<file path="config.mk">
export PLATFORM = sky130hd
export DESIGN_NAME = cpm_top
export DESIGN_NICKNAME = d
export VERILOG_FILES = /design/src/pkg/cpm_pkg.sv /design/src/logic/cpm_top.sv
export SDC_FILE = /design/constraint.sdc
export NUM_CORES = 1
export LEC_CHECK = 0
export CORE_UTILIZATION = 63
export CTS_BUF_LIST = sky130_fd_sc_hd__clkbuf_8 sky130_fd_sc_hd__clkbuf_16
export DETAILED_ROUTE_END_ITERATION = 12
export DONT_BUFFER_PORTS = 1
export PLACE_DENSITY = 0.9
export RECOVER_POWER = 50
export SLEW_MARGIN = 40
export SYNTH_ARGS = -nofsm -noshare
export SYNTH_HDL_FRONTEND = slang
export SYNTH_SLANG_ARGS = --single-unit
</file>
<file path="constraint.sdc">
create_clock -name pclk -period 2.85 [get_ports pclk]
set_clock_uncertainty 0.1 [all_clocks]
set_input_delay 0.57 -clock pclk [delete_from_list [all_inputs] [get_ports pclk]]
set_output_delay 0.57 -clock pclk [all_outputs]
set_load 0.02 [all_outputs]
</file>
<file path="src/pkg/cpm_pkg.sv">
// constants and types shared by the clock and power-mode controller
package cpm_pkg;
   // register byte offsets
   localparam logic [7:0] A_SRC     = 8'h00;
   localparam logic [7:0] A_SYNCTL  = 8'h04;
   localparam logic [7:0] A_SYNCFG  = 8'h08;
   localparam logic [7:0] A_SYNSTAT = 8'h0C;
   localparam logic [7:0] A_CPUDIV  = 8'h10;
   localparam logic [7:0] A_USBDIV  = 8'h14;
   localparam logic [7:0] A_USBSYN  = 8'h18;
   localparam logic [7:0] A_CLKOUT  = 8'h1C;
   localparam logic [7:0] A_PWRMODE = 8'h20;
   localparam logic [7:0] A_PWRSTAT = 8'h24;
   localparam logic [7:0] A_PGATE   = 8'h28;
   localparam logic [7:0] A_PDIV    = 8'h2C;
   localparam logic [7:0] A_MOSC    = 8'h30;

   // field positions
   localparam int EN_B       = 0;
   localparam int CONN_B     = 1;
   localparam int CFG_M_LSB  = 0;
   localparam int CFG_N_LSB  = 16;
   localparam int CKO_EN_B   = 4;

   // reset values
   localparam logic [7:0]  RST_PGATE  = 8'hFF;
   localparam logic [7:0]  RST_CPUDIV = 8'h00;
   localparam logic [3:0]  RST_USBDIV = 4'h0;
   localparam logic [7:0]  RST_PDIV_N = 8'h00;
   localparam logic [14:0] RST_MULT   = 15'h0000;
   localparam logic [15:0] RST_PDIV   = 16'h0000;

   localparam int NPER = 8;

   // timing, in oscillator cycles; FLASH_US in microseconds, IRC_MHZ in MHz
   localparam logic [12:0] WAKE_IRC_CYC  = 13'h0004;
   localparam logic [12:0] WAKE_MAIN_CYC = 13'h1000;
   localparam logic [12:0] WUT_CYC       = 13'h1000;
   localparam int          FLASH_US      = 100;
   localparam int          IRC_MHZ       = 4;
   localparam logic [12:0] FLASH_CYC     = 13'(FLASH_US * IRC_MHZ);

   typedef enum logic [1:0] {
      SRC_IRC   = 2'h0,
      SRC_MAIN  = 2'h1,
      SRC_RTC   = 2'h2,
      SRC_SYNTH = 2'h3
   } cpm_src_t;

   typedef enum logic [1:0] {
      MODE_SLEEP = 2'h0,
      MODE_DEEP  = 2'h1,
      MODE_PDOWN = 2'h2
   } cpm_mode_t;

   typedef enum logic [4:0] {
      ST_RUN   = 5'h01,
      ST_SLEEP = 5'h02,
      ST_DEEP  = 5'h04,
      ST_PDOWN = 5'h08,
      ST_WAKE  = 5'h10
   } cpm_state_t;

   // oscillator levels
   typedef struct packed {
      logic rtc;
      logic main;
      logic internal_rc_osc;
   } cpm_osc_t;

   // settings driven to the main synthesiser
   typedef struct packed {
      logic        enable;
      logic [7:0]  pdiv;
      logic [14:0] mult;
   } cpm_synth_t;
endpackage

</file>
<file path="src/logic/cpm_top.sv">
// clock source selection, synthesiser control and power-mode sequencing
//
// The APB slave port and the placing of the registers are this design's own decisions.
`timescale 1ns/1ps
`default_nettype none
module cpm_top (
   input  wire logic                   pclk,
   input  wire logic                   presetn,
   input  wire logic                   psel,
   input  wire logic                   penable,
   input  wire logic                   pwrite,
   input  wire logic [7:0]             paddr,
   input  wire logic [31:0]            pwdata,
   output logic [31:0]                 prdata,
   output logic                        pready,
   output logic                        pslverr,
   input  wire cpm_pkg::cpm_osc_t      osc,
   input  wire logic                   synth_clk,
   input  wire logic                   synth_lock,
   input  wire logic                   usb_synth_clk,
   input  wire logic                   usb_synth_lock,
   input  wire logic                   sleep_req,
   input  wire logic                   irq_any,
   input  wire logic                   wake_irq,
   output cpm_pkg::cpm_synth_t         synth,
   output logic                        usb_synth_enable,
   output logic                        cpu_clock,
   output logic                        usb_clock,
   output logic [cpm_pkg::NPER-1:0]    per_clk_en,
   output logic                        clkout,
   output logic                        main_osc_run,
   output logic                        irc_power,
   output logic                        irc_out_en,
   output logic                        rtc_osc_run,
   output logic                        flash_power,
   output logic                        flash_ready
);
   // software state
   logic [1:0]                src;
   logic                      syn_en;
   logic                      syn_conn;
   logic [7:0]                pdiv_n;
   logic [14:0]               mult_m;
   logic [7:0]                cpudiv;
   logic [3:0]                usbdiv;
   logic                      usb_en;
   logic                      usb_conn;
   logic [2:0]                ck_sel;
   logic                      ck_en;
   logic [1:0]                pmode;
   logic [7:0]                pgate;
   logic [15:0]               pdiv;
   logic                      mosc_en;
   // hardware state
   cpm_pkg::cpm_state_t       st;
   cpm_pkg::cpm_state_t       next_st;
   logic                      mosc_ready;
   logic [12:0]               wut;
   logic [12:0]               wcnt;
   logic [12:0]               fcnt;
   logic                      wake_main;
   logic [1:0]                cur;
   logic                      park;
   logic [3:0]                lvl_q;
   logic                      base_q;
   logic [7:0]                div_cnt;
   logic                      cpu_q;
   logic                      core_on;
   logic [3:0]                usb_cnt;
   logic                      usb_q;
   logic                      synth_q;

   // bus decode
   wire wr        = psel & penable & pwrite;
   wire hit_src   = paddr == cpm_pkg::A_SRC;
   wire hit_synct = paddr == cpm_pkg::A_SYNCTL;
   wire hit_syncf = paddr == cpm_pkg::A_SYNCFG;
   wire hit_synst = paddr == cpm_pkg::A_SYNSTAT;
   wire hit_cdiv  = paddr == cpm_pkg::A_CPUDIV;
   wire hit_udiv  = paddr == cpm_pkg::A_USBDIV;
   wire hit_usyn  = paddr == cpm_pkg::A_USBSYN;
   wire hit_cko   = paddr == cpm_pkg::A_CLKOUT;
   wire hit_pmode = paddr == cpm_pkg::A_PWRMODE;
   wire hit_pstat = paddr == cpm_pkg::A_PWRSTAT;
   wire hit_pgate = paddr == cpm_pkg::A_PGATE;
   wire hit_pdiv  = paddr == cpm_pkg::A_PDIV;
   wire hit_mosc  = paddr == cpm_pkg::A_MOSC;
   wire hit = hit_src | hit_synct | hit_syncf | hit_synst | hit_cdiv | hit_udiv
            | hit_usyn | hit_cko | hit_pmode | hit_pstat | hit_pgate | hit_pdiv
            | hit_mosc;

   // state decode
   wire in_run   = st == cpm_pkg::ST_RUN;
   wire in_sleep = st == cpm_pkg::ST_SLEEP;
   wire in_deep  = st == cpm_pkg::ST_DEEP;
   wire in_pdown = st == cpm_pkg::ST_PDOWN;
   wire in_wake  = st == cpm_pkg::ST_WAKE;
   wire clk_on   = in_run | in_sleep;
   wire enter_low = in_run & sleep_req & (pmode == cpm_pkg::MODE_DEEP
                  | pmode == cpm_pkg::MODE_PDOWN);

   // synthesiser use only once enabled and locked
   wire syn_conn_eff = syn_en & syn_conn & synth_lock;
   wire usb_conn_eff = usb_en & usb_conn & usb_synth_lock;

   // edge detection of sampled clock levels
   wire [3:0] lvls   = {synth_clk, osc.rtc, osc.main, osc.internal_rc_osc};
   wire [3:0] rises  = lvls & ~lvl_q;
   wire       wake_edge = wake_main ? rises[1] : rises[0];
   wire [12:0] wlim  = wake_main ? cpm_pkg::WAKE_MAIN_CYC : cpm_pkg::WAKE_IRC_CYC;

   // wanted cpu source; crystal held off until judged stable
   wire [1:0] want = syn_conn_eff ? cpm_pkg::SRC_SYNTH
                   : (src == cpm_pkg::SRC_MAIN && mosc_ready) ? cpm_pkg::SRC_MAIN
                   : (src == cpm_pkg::SRC_RTC) ? cpm_pkg::SRC_RTC
                   : cpm_pkg::SRC_IRC;
   wire want_fall = lvl_q[want] & ~lvls[want];
   wire base_lvl  = park ? 1'b0 : lvls[cur];
   wire base_rise = base_lvl & ~base_q;

   // register read mux
   wire [31:0] rd_val =
        hit_src   ? {30'h0000_0000, src}
      : hit_synct ? {30'h0000_0000, syn_conn, syn_en}
      : hit_syncf ? {8'h00, pdiv_n, 1'h0, mult_m}
      : hit_synst ? {28'h000_0000, flash_ready, mosc_ready, syn_conn_eff, synth_lock}
      : hit_cdiv  ? {24'h00_0000, cpudiv}
      : hit_udiv  ? {28'h000_0000, usbdiv}
      : hit_usyn  ? {29'h0000_0000, usb_synth_lock, usb_conn, usb_en}
      : hit_cko   ? {27'h000_0000, ck_en, 1'h0, ck_sel}
      : hit_pmode ? {30'h0000_0000, pmode}
      : hit_pstat ? {27'h000_0000, st}
      : hit_pgate ? {24'h00_0000, pgate}
      : hit_pdiv  ? {16'h0000, pdiv}
      : hit_mosc  ? {30'h0000_0000, mosc_ready, mosc_en}
      : 32'h0000_0000;

   // zero-wait slave, error on unmapped offsets
   assign pready  = 1'b1;
   assign pslverr = psel & penable & ~hit;

   // read data captured in the setup cycle
   always_ff @(posedge pclk or negedge presetn) begin
      if (!presetn) begin
         prdata <= 32'h0000_0000;
      end else if (psel && !penable) begin
         prdata <= rd_val;
      end
   end

   // software registers; low-power entry overrides a write
   always_ff @(posedge pclk or negedge presetn) begin
      if (!presetn) begin
         src      <= cpm_pkg::SRC_IRC;
         syn_en   <= 1'b0;
         syn_conn <= 1'b0;
         pdiv_n   <= cpm_pkg::RST_PDIV_N;
         mult_m   <= cpm_pkg::RST_MULT;
         cpudiv   <= cpm_pkg::RST_CPUDIV;
         usbdiv   <= cpm_pkg::RST_USBDIV;
         usb_en   <= 1'b0;
         usb_conn <= 1'b0;
         ck_sel   <= 3'h0;
         ck_en    <= 1'b0;
         pmode    <= cpm_pkg::MODE_SLEEP;
         pgate    <= cpm_pkg::RST_PGATE;
         pdiv     <= cpm_pkg::RST_PDIV;
         mosc_en  <= 1'b0;
      end else if (enter_low) begin
         syn_en   <= 1'b0;
         syn_conn <= 1'b0;
         cpudiv   <= 8'h00;
         usbdiv   <= 4'h0;
      end else if (wr) begin
         if (hit_src) begin
            src <= pwdata[1:0];
         end
         if (hit_synct) begin
            syn_en   <= pwdata[cpm_pkg::EN_B];
            syn_conn <= pwdata[cpm_pkg::CONN_B];
         end
         if (hit_syncf) begin
            pdiv_n <= pwdata[cpm_pkg::CFG_N_LSB +: 8];
            mult_m <= pwdata[cpm_pkg::CFG_M_LSB +: 15];
         end
         if (hit_cdiv) begin
            cpudiv <= pwdata[7:0];
         end
         if (hit_udiv) begin
            usbdiv <= pwdata[3:0];
         end
         if (hit_usyn) begin
            usb_en   <= pwdata[cpm_pkg::EN_B];
            usb_conn <= pwdata[cpm_pkg::CONN_B];
         end
         if (hit_cko) begin
            ck_sel <= pwdata[2:0];
            ck_en  <= pwdata[cpm_pkg::CKO_EN_B];
         end
         if (hit_pmode) begin
            pmode <= pwdata[1:0];
         end
         if (hit_pgate) begin
            pgate <= pwdata[7:0];
         end
         if (hit_pdiv) begin
            pdiv <= pwdata[15:0];
         end
         if (hit_mosc) begin
            mosc_en <= pwdata[cpm_pkg::EN_B];
         end
      end
   end

   // power-mode sequencer
   always_comb begin
      next_st = st;
      case (st)
         cpm_pkg::ST_RUN: begin
            if (sleep_req) begin
               if (pmode == cpm_pkg::MODE_DEEP) begin
                  next_st = cpm_pkg::ST_DEEP;
               end else if (pmode == cpm_pkg::MODE_PDOWN) begin
                  next_st = cpm_pkg::ST_PDOWN;
               end else begin
                  next_st = cpm_pkg::ST_SLEEP;
               end
            end
         end
         cpm_pkg::ST_SLEEP: if (irq_any) next_st = cpm_pkg::ST_RUN;
         cpm_pkg::ST_DEEP,
         cpm_pkg::ST_PDOWN: if (wake_irq) next_st = cpm_pkg::ST_WAKE;
         cpm_pkg::ST_WAKE: begin
            if (wake_edge && wcnt == wlim - 13'h0001) next_st = cpm_pkg::ST_RUN;
         end
         default: next_st = cpm_pkg::ST_RUN;
      endcase
   end

   // state, wake latency and prior source
   always_ff @(posedge pclk or negedge presetn) begin
      if (!presetn) begin
         st        <= cpm_pkg::ST_RUN;
         wcnt      <= 13'h0000;
         wake_main <= 1'b0;
      end else begin
         st <= next_st;
         if (enter_low) begin
            wake_main <= src == cpm_pkg::SRC_MAIN && mosc_ready;
         end
         if (!in_wake) begin
            wcnt <= 13'h0000;
         end else if (wake_edge) begin
            wcnt <= wcnt + 13'h0001;
         end
      end
   end

   // crystal wake-up timer, restarted by power-down or disable
   always_ff @(posedge pclk or negedge presetn) begin
      if (!presetn) begin
         wut        <= 13'h0000;
         mosc_ready <= 1'b0;
      end else if (!mosc_en || in_pdown) begin
         wut        <= 13'h0000;
         mosc_ready <= 1'b0;
      end else if (main_osc_run && !mosc_ready && rises[1]) begin
         wut        <= wut + 13'h0001;
         mosc_ready <= wut == cpm_pkg::WUT_CYC - 13'h0001;
      end
   end

   // flash wake timer on rc cycles after power-down
   always_ff @(posedge pclk or negedge presetn) begin
      if (!presetn) begin
         fcnt        <= 13'h0000;
         flash_ready <= 1'b1;
      end else if (in_pdown) begin
         fcnt        <= 13'h0000;
         flash_ready <= 1'b0;
      end else if (!flash_ready && rises[0]) begin
         fcnt        <= fcnt + 13'h0001;
         flash_ready <= fcnt == cpm_pkg::FLASH_CYC - 13'h0001;
      end
   end

   // glitch-free switch: park low, adopt new source at its falling edge
   always_ff @(posedge pclk or negedge presetn) begin
      if (!presetn) begin
         cur    <= cpm_pkg::SRC_IRC;
         park   <= 1'b0;
         lvl_q  <= 4'h0;
         base_q <= 1'b0;
      end else begin
         lvl_q  <= lvls;
         base_q <= base_lvl;
         if (!park && want != cur && !lvls[cur]) begin
            park <= 1'b1;
         end else if (park && want_fall) begin
            park <= 1'b0;
            cur  <= want;
         end
      end
   end

   // cpu divider and core gate that only closes while the clock is low
   always_ff @(posedge pclk or negedge presetn) begin
      if (!presetn) begin
         div_cnt <= 8'h00;
         cpu_q   <= 1'b0;
         core_on <= 1'b1;
      end else begin
         if (base_rise) begin
            if (div_cnt >= cpudiv) begin
               div_cnt <= 8'h00;
               cpu_q   <= ~cpu_q;
            end else begin
               div_cnt <= div_cnt + 8'h01;
            end
         end
         if (!cpu_q) begin
            core_on <= in_run;
         end
      end
   end
   assign cpu_clock = cpu_q & core_on;

   // usb fallback divider from the main synthesiser output
   always_ff @(posedge pclk or negedge presetn) begin
      if (!presetn) begin
         usb_cnt <= 4'h0;
         usb_q   <= 1'b0;
         synth_q <= 1'b0;
      end else begin
         synth_q <= synth_clk;
         if (synth_clk && !synth_q) begin
            if (usb_cnt >= usbdiv) begin
               usb_cnt <= 4'h0;
               usb_q   <= ~usb_q;
            end else begin
               usb_cnt <= usb_cnt + 4'h1;
            end
         end
      end
   end
   assign usb_clock = (usb_conn_eff ? usb_synth_clk : usb_q) & clk_on;

   // per-peripheral divider (1,2,4,8) and gate, running through sleep
   for (genvar gi = 0; gi < cpm_pkg::NPER; gi++) begin : g_per
      logic [2:0] cnt;
      wire  [2:0] lim = 3'((1 << pdiv[2*gi +: 2]) - 1);
      always_ff @(posedge pclk or negedge presetn) begin
         if (!presetn) begin
            cnt <= 3'h0;
         end else if (base_rise) begin
            cnt <= (cnt >= lim) ? 3'h0 : cnt + 3'h1;
         end
      end
      assign per_clk_en[gi] = pgate[gi] & clk_on & base_rise & (cnt >= lim);
   end

   // clock output pin, registered
   wire ck_mux = (ck_sel == 3'h0) ? cpu_clock
               : (ck_sel == 3'h1) ? osc.internal_rc_osc
               : (ck_sel == 3'h2) ? osc.main
               : (ck_sel == 3'h3) ? osc.rtc
               : (ck_sel == 3'h4) ? usb_clock
               : 1'b0;
   always_ff @(posedge pclk or negedge presetn) begin
      if (!presetn) begin
         clkout <= 1'b0;
      end else begin
         clkout <= ck_en & ck_mux;
      end
   end

   // analogue controls
   assign synth.enable     = syn_en;
   assign synth.pdiv       = pdiv_n;
   assign synth.mult       = mult_m;
   assign usb_synth_enable = usb_en;
   assign main_osc_run     = mosc_en & ~in_deep & ~in_pdown;
   assign irc_power        = ~in_pdown;
   assign irc_out_en       = ~in_deep & ~in_pdown;
   assign rtc_osc_run      = 1'b1;
   assign flash_power      = ~in_pdown;
endmodule
`default_nettype wire

</file>
======== Yosys cells after proc, flatten, opt, wreduce, memory -nomap -nowiden ========
Cells that the tools add are included.
cells by class
  $add $sub $neg .......................... 22
  magnitude comparators ................... 12
  bitwise operators ....................... 66
  eq/ne operators ......................... 34
  shift-type cells ........................ 8
  reductions and logical operators ........ 43
  multiplexer cells ....................... 72
operators with widths
  operator                                                                  number
  16-bit two-way mux                                                        9
  13-bit two-way mux                                                        7
  24-bit two-way mux                                                        3
  1-bit AND                                                                 41
  8-bit by 6-bit equality test with 1-bit output (second input constant)    5
  13-bit by 1-bit adder with 13-bit output (second input constant)          3
  8-bit by 5-bit equality test with 1-bit output (second input constant)    4
  8-bit two-way mux                                                         4
  3-bit by 1-bit adder with 3-bit output (second input constant)            8
  3-bit greater-or-equal comparator                                         8
  3-bit two-way mux                                                         8
  4-bit two-way mux                                                         6
  3-bit AND reduction                                                       8
  1-bit by 2-bit left shift with 3-bit output (first input constant)        8
  3-bit by 2-bit subtractor with 3-bit output (second input constant)       8
  1-bit two-way mux                                                         23
  5-bit two-way mux                                                         4
  5-bit one-hot mux with 4 select lines                                     1
  8-bit by 4-bit equality test with 1-bit output (second input constant)    2
  1-bit bitwise OR                                                          14
  2-bit nonzero test                                                        7
  13-bit by 12-bit equality test with 1-bit output (second input constant)  1
  13-bit equality test                                                      1
  13-bit by 9-bit equality test with 1-bit output (second input constant)   1
  33 further kinds                                                          73
storage, ports and cells
  register bits after elaboration ......... 200
  logic and storage cells ................. 299
  output and inout bits ................... 76
  bits of input ports ..................... 55

======== Depth between registers and ports, before layout ========
  word-level depth ........................ 15
  mapped depth ............................ 8
  mapped depth without buffers ............ 7

======== Least setup slack after synthesis ========
No wires, ideal clock.
  kind .................................... input to output
  start point ............................. in paddr[3]
  end point ............................... out pslverr
  required time ........................... 2180 ps
  slack ................................... 177 ps
  buffers on the path ..................... 3
  stages .................................. 5
  arrival ................................. 2003 ps
  cells stage by stage .................... buf_1 -> clkbuf_1 -> clkbuf_1 -> o211ai_1 -> a31oi_1
on the way
  word-level cells in the longest chain between the ends .. 15
  elaborated cells between the ends (all ways) .. 27
  those cells by class .................... eq/ne: 12; bitwise: 14; reduce/logical: 1
ends and longest elaborated chain
  item                                                                                 RTL line                      RTL
  start, declared                                                                      cpm_top.sv:12                 input wire logic [7:0] paddr,
  8-bit by 3-bit equality test with 1-bit output or 8-bit logical NOT (tied branches)  cpm_top.sv:76, cpm_top.sv:75
  1-bit bitwise OR (5 in a row)                                                        cpm_top.sv:88                 wire hit = hit_src | hit_synct | hit_syncf | hit_synst | hit_cdiv | hit_udiv
  1-bit bitwise OR (6 in a row)                                                        cpm_top.sv:89                 | hit_usyn | hit_cko | hit_pmode | hit_pstat | hit_pgate | hit_pdiv
  1-bit bitwise OR (*)                                                                 cpm_top.sv:90                 | hit_mosc;
  1-bit inverter (*)                                                                   cpm_top.sv:140                assign pslverr = psel & penable & ~hit;
  1-bit AND (*)                                                                        cpm_top.sv:140
  end, declared                                                                        cpm_top.sv:16                 output logic pslverr,
Mark *: on every way between the ends. The rest lies on a longest branch, timed or not.

======== Worst setup path after layout ========
  start point ............................. reg pdiv[9]
  end point ............................... out per_clk_en[4] (netlist bit)
on the way
  word-level cells in the longest chain between the ends .. 4
ends and longest elaborated chain
  item                                         RTL line        RTL
  start, declared                              cpm_top.sv:52   logic [15:0] pdiv;
  start signal, assigned                       cpm_top.sv:167  pdiv <= cpm_pkg::RST_PDIV;
  start signal, assigned                       cpm_top.sv:207  pdiv <= pwdata[15:0];
  1-bit by 2-bit left shift with 3-bit output  cpm_top.sv:351  wire [2:0] lim = 3'((1 << pdiv[2*gi +: 2]) - 1);
  3-bit by 2-bit subtractor with 3-bit output  cpm_top.sv:351
  3-bit greater-or-equal comparator            cpm_top.sv:359  assign per_clk_en[gi] = pgate[gi] & clk_on & base_rise & (cnt >= lim);
  1-bit AND                                    cpm_top.sv:359
  end, declared                                cpm_top.sv:29   output logic [cpm_pkg::NPER-1:0] per_clk_en,
Every way passes these cells.

==> flow_metrics.py <==
metrics = {
    "drt": {
        "drc_errors": 0,
        "first_iter_violations": 1140,
        "wirelength_um": 27240,
        "ant_nets": 0,
        "vias": 8415,
        "vias_per_cell": 6.663,
        "wl_per_cell_um": 21.56,
        "dr.pass1.iters": 8,
    },
    "sta": {
        "fin_crit_ns": 2.860,
        "finalSetupViolations": 1,
        "worst_slew_pin_slew_ns": 0.9785,
        "tns_ns": -0.01026,
        "slew_viol_final": 0,
        "hold_violations": 181,
        "fmax_mhz": 349.6,
        "finalWorstSetupSlack_ns": -0.01026,
        "fin_crit_sh_pct": 100.4,
        "slew_headroom_pct": 34.77,
        "holdWs_ns": -0.2837,
    },
    "placement": {
        "dp_hpwl_um": 16940,
        "place.gp.congestion": 0.9068,
        "portBuffers": 0,
        "preCtsSetupSlack_ns": 0.1597,
        "place_inst": 1204,
    },
    "global_route": {
        "grt_max_degree": 192,
        "gr-usage-all-layers_pct": 32.22,
        "grt-ovfl-total": 0,
        "use_met2_pct": 49.50,
        "grt_pass1_wl_um": 41310,
        "grt_pass1_vias": 7892,
        "grt_util_met3_pct": 10.25,
        "antenna_found_initial": 1,
        "gr-usage-met1_pct": 41.09,
        "busiest_layer": "met2",
    },
    "final_layout": {
        "multi_input_area_um2": 5276,
        "register_area_um2": 4795,
        "area_delta_synth_final_pct": 10.73,
        "layout-drive-gt1-share_pct": 19.29,
        "diodes": 0,
        "fillerInstances": 1045,
        "finalNetCount": 1141,
        "final_cells": 1263,
    },
    "critical_path": {
        "cp_max_fo": 3,
        "crit_chain": "or2_2 > ha_1 > nand2b_1 > a21o_1 > a21o_1 > and3_4",
        "crit_required_ns": 2.18,
        "worstSetupPathType": "reg2out",
        "cp_common_cell": "a21o_1",
        "path_delay_family": "simple AND/OR/NAND/NOR gates",
        "critPathLaunchType": "flip-flop",
        "critPathCaptureType": "output port",
        "critPathBufInv": 0,
        "crit_path_top_delay_cell": "dfrtp_1",
        "max_stage_delay_ns": 0.42,
        "cp_data_arrival_time_ns": 2.19,
    },
    "die": {
        "die_area_um2": 16990,
        "io_pins": 131,
        "die_y_um": 130.3,
        "die_w_um": 130.3,
        "initial_utilization_pct": 64.84,
        "core_um2": 16000,
        "rows": 46,
    },
    "synthesis": {
        "ys.flop_type": "dfrtp_1",
        "ys_types": 80,
        "yosysSeqAreaShare_pct": 46.20,
        "async_reset_ff_share_pct": 100.0,
        "yosysWarningCount": 0,
        "synth_enable_flop_cells": 0,
        "avgSynthCellArea_um2": 10.26,
        "syn-cell-area_um2": 10370,
        "synth_seq_cells": 191,
        "synthCells": 1011,
    },
    "outcome": {
        "status": "finished, violations left",
        "violations": "negative hold slack, negative setup slack",
    },
    "worst_hold_path": {
        "hold_path.class": "in2async",
    },
    "power": {
        "power.density_nw_per_um2": 593.9,
        "total_power_mw": 6.823,
        "p_leak_nw": 5.130,
        "vdd_drop_max_v": 0.0004754,
    },
    "clock_tree": {
        "clkSlewWorstSetupHoldPaths_ns": 0.08,
        "numClockSinks": 191,
        "numCtsBuffers": 17,
        "clock_latency_ns": 0.46,
        "clockRootBuffer": "clkbuf_16",
        "cts_tree": "built",
        "htreeDepth": 4,
        "clockBufferDepth": 2,
    },
    "flow_run": {
        "maxCapViolCount": 0,
    },
}
## final cells by class
type                    count  area share [%]
clock inverters            14           1.568
well taps                 216           2.352
inverters                  50           1.634
multi-input cells         729           45.93
flip-flops and latches    191           41.73
clock buffers              17           3.703
repair buffers             46           3.082
## cells in the mapped netlist, types with 9 or more instances
| cell type | number | area (um2) |
|---|---|---|
| a21oi_1 | 18 | 90.09 |
| nand3_1 | 29 | 145.1 |
| nor2_1 | 81 | 304.0 |
| a222oi_1 | 10 | 100.1 |
| dfstp_2 | 11 | 289.0 |
| nand2b_1 | 28 | 175.2 |
| buf_4 | 16 | 120.1 |
| a21o_1 | 20 | 150.1 |
| ha_1 | 51 | 638.1 |
| mux2i_1 | 24 | 240.2 |
| dfrtp_1 | 180 | 4504 |
| or2_2 | 20 | 125.1 |
| o21ai_0 | 49 | 245.2 |
| xnor2_1 | 12 | 105.1 |
| nor2b_1 | 13 | 81.33 |
| nand2_1 | 88 | 330.3 |
| and3_1 | 15 | 93.84 |
| xor2_1 | 28 | 245.2 |
| a22o_1 | 9 | 78.83 |
| inv_1 | 50 | 187.7 |
| clkbuf_1 | 25 | 93.84 |
| nor3_1 | 24 | 120.1 |
| mux2_2 | 61 | 686.9 |
## worst paths after layout
check / cells after the start / to / from / slack, ns
min reg2reg: 2 / g_per[4].cnt[1]$_DFFE_PN0P_ / g_per[4].cnt[1]$_DFFE_PN0P_ / 0.43
max in group asynchronous: 0 / st[0]$_DFFE_PN1P_ / presetn / 2.52
min: 0 / fcnt[9]$_DFFE_PN0P_ / presetn / -0.28
max reg2reg: 7 / mult_m[12]$_DFFE_PN0P_ / st[2]$_DFFE_PN0P_ / 0.33
min in group pclk: 0 / lvl_q[1]$_DFF_PN0_ / osc[1] / 0.05
max: 6 / per_clk_en[4] / pdiv[9]$_DFFE_PN0P_ / -0.01
## cells by family (layout without fill, tap and decap cells)
group | after synthesis | in the layout | synth area share, %
simple gates | 362 | 362 | 18.29
flops | 191 | 191 | 46.20
compound gates | 178 | 178 | 12.14
buf+inv | 99 | 127 | 4.281
mux | 88 | 88 | 9.479
fa+ha+maj | 51 | 51 | 6.150
xor+xnor | 40 | 40 | 3.377
other cells | 2 | 10 | 0.07239
## power by group
part | internal, mW | leakage, nW | total (mW) | switching, mW
sequential | 2.91 | 2.58 | 3.17 | 0.256
clock | 1.40 | 0.296 | 2.52 | 1.12
combinational | 0.443 | 2.26 | 1.13 | 0.691
total | 4.75 | 5.13 | 6.82 | 2.07
## routing by layer
layer | part of all wire, % | wire length [um]
met5 | 0.044 | 12
met4 | 5.3 | 1447
met3 | 11 | 3023
met2 | 46 | 12570
met1 | 37 | 10180
## registers in the layout, indices dropped and copies added (netlist names), 3 cells and up
name,cells
wut,13
mult_m,15
pdiv,16
div_cnt,8
st,5
prdata,24
usbdiv,4
fcnt,13
pgate,8
g_per.cnt,24
usb_cnt,4
wcnt,13
pdiv_n,8
lvl_q,4
ck_sel,3
cpudiv,8
## what timing repair did
action / CTS / global route
hold endpoints to repair: 191 / 191
resized for setup: 17 / 11
setup buffers: 14 / 14
endpoints found under the setup margin: 8 / 8
gates cloned: 0 / 0
pin swaps: 6 / 12
## worst register-to-register path, delay by kind of cell, from the launching register on
kind | cells | cell delay [ns]
buffers and inverters | 2 | 0.45
DFF | 1 | 0.48
muxes | 1 | 0.33
and+or+nand+nor | 4 | 1.05
## cells in the final DEF (no fill, tap or decap), types with 7 or more instances in the layout
cell and n:
dfstp_2 11, buf_4 40, o2bb2ai_1 8, and3_4 8, a21o_1 20, and2_1 7
o21ai_0 49, nand4_1 8, a22o_1 9, nor4_1 8, a21oi_1 18, xnor2_1 12
clkbuf_16 17, o211ai_1 8, and3_1 7, xor2_1 28, a222oi_1 10, or2_2 18
nand2b_1 25, mux2i_1 24, nor3_1 23, dfrtp_1 179, conb_1 10, inv_1 51
nand3_1 29, nor2_1 80, nor2b_1 12, nand2_1 88, ha_1 48, mux2_2 61
## stage by stage
| step | cell area [um2] | utilization, % | hold slack [ns] |
|---|---|---|---|
| 6_report | 11490 | 71.80 | -0.2837 |
| 5_1_grt | 11490 | 71.80 | -0.3014 |
| 4_1_cts | 11320 | 70.78 | -0.2935 |
| 3_5_place_dp | 10570 | 66.04 | 0.1775 |
| 3_3_place_gp | 10570 | 66.04 | 0.1788 |
| 2_1_floorplan | 10410 | - | 0.1744 |
Note: power is estimated with default switching activity, not from simulation.
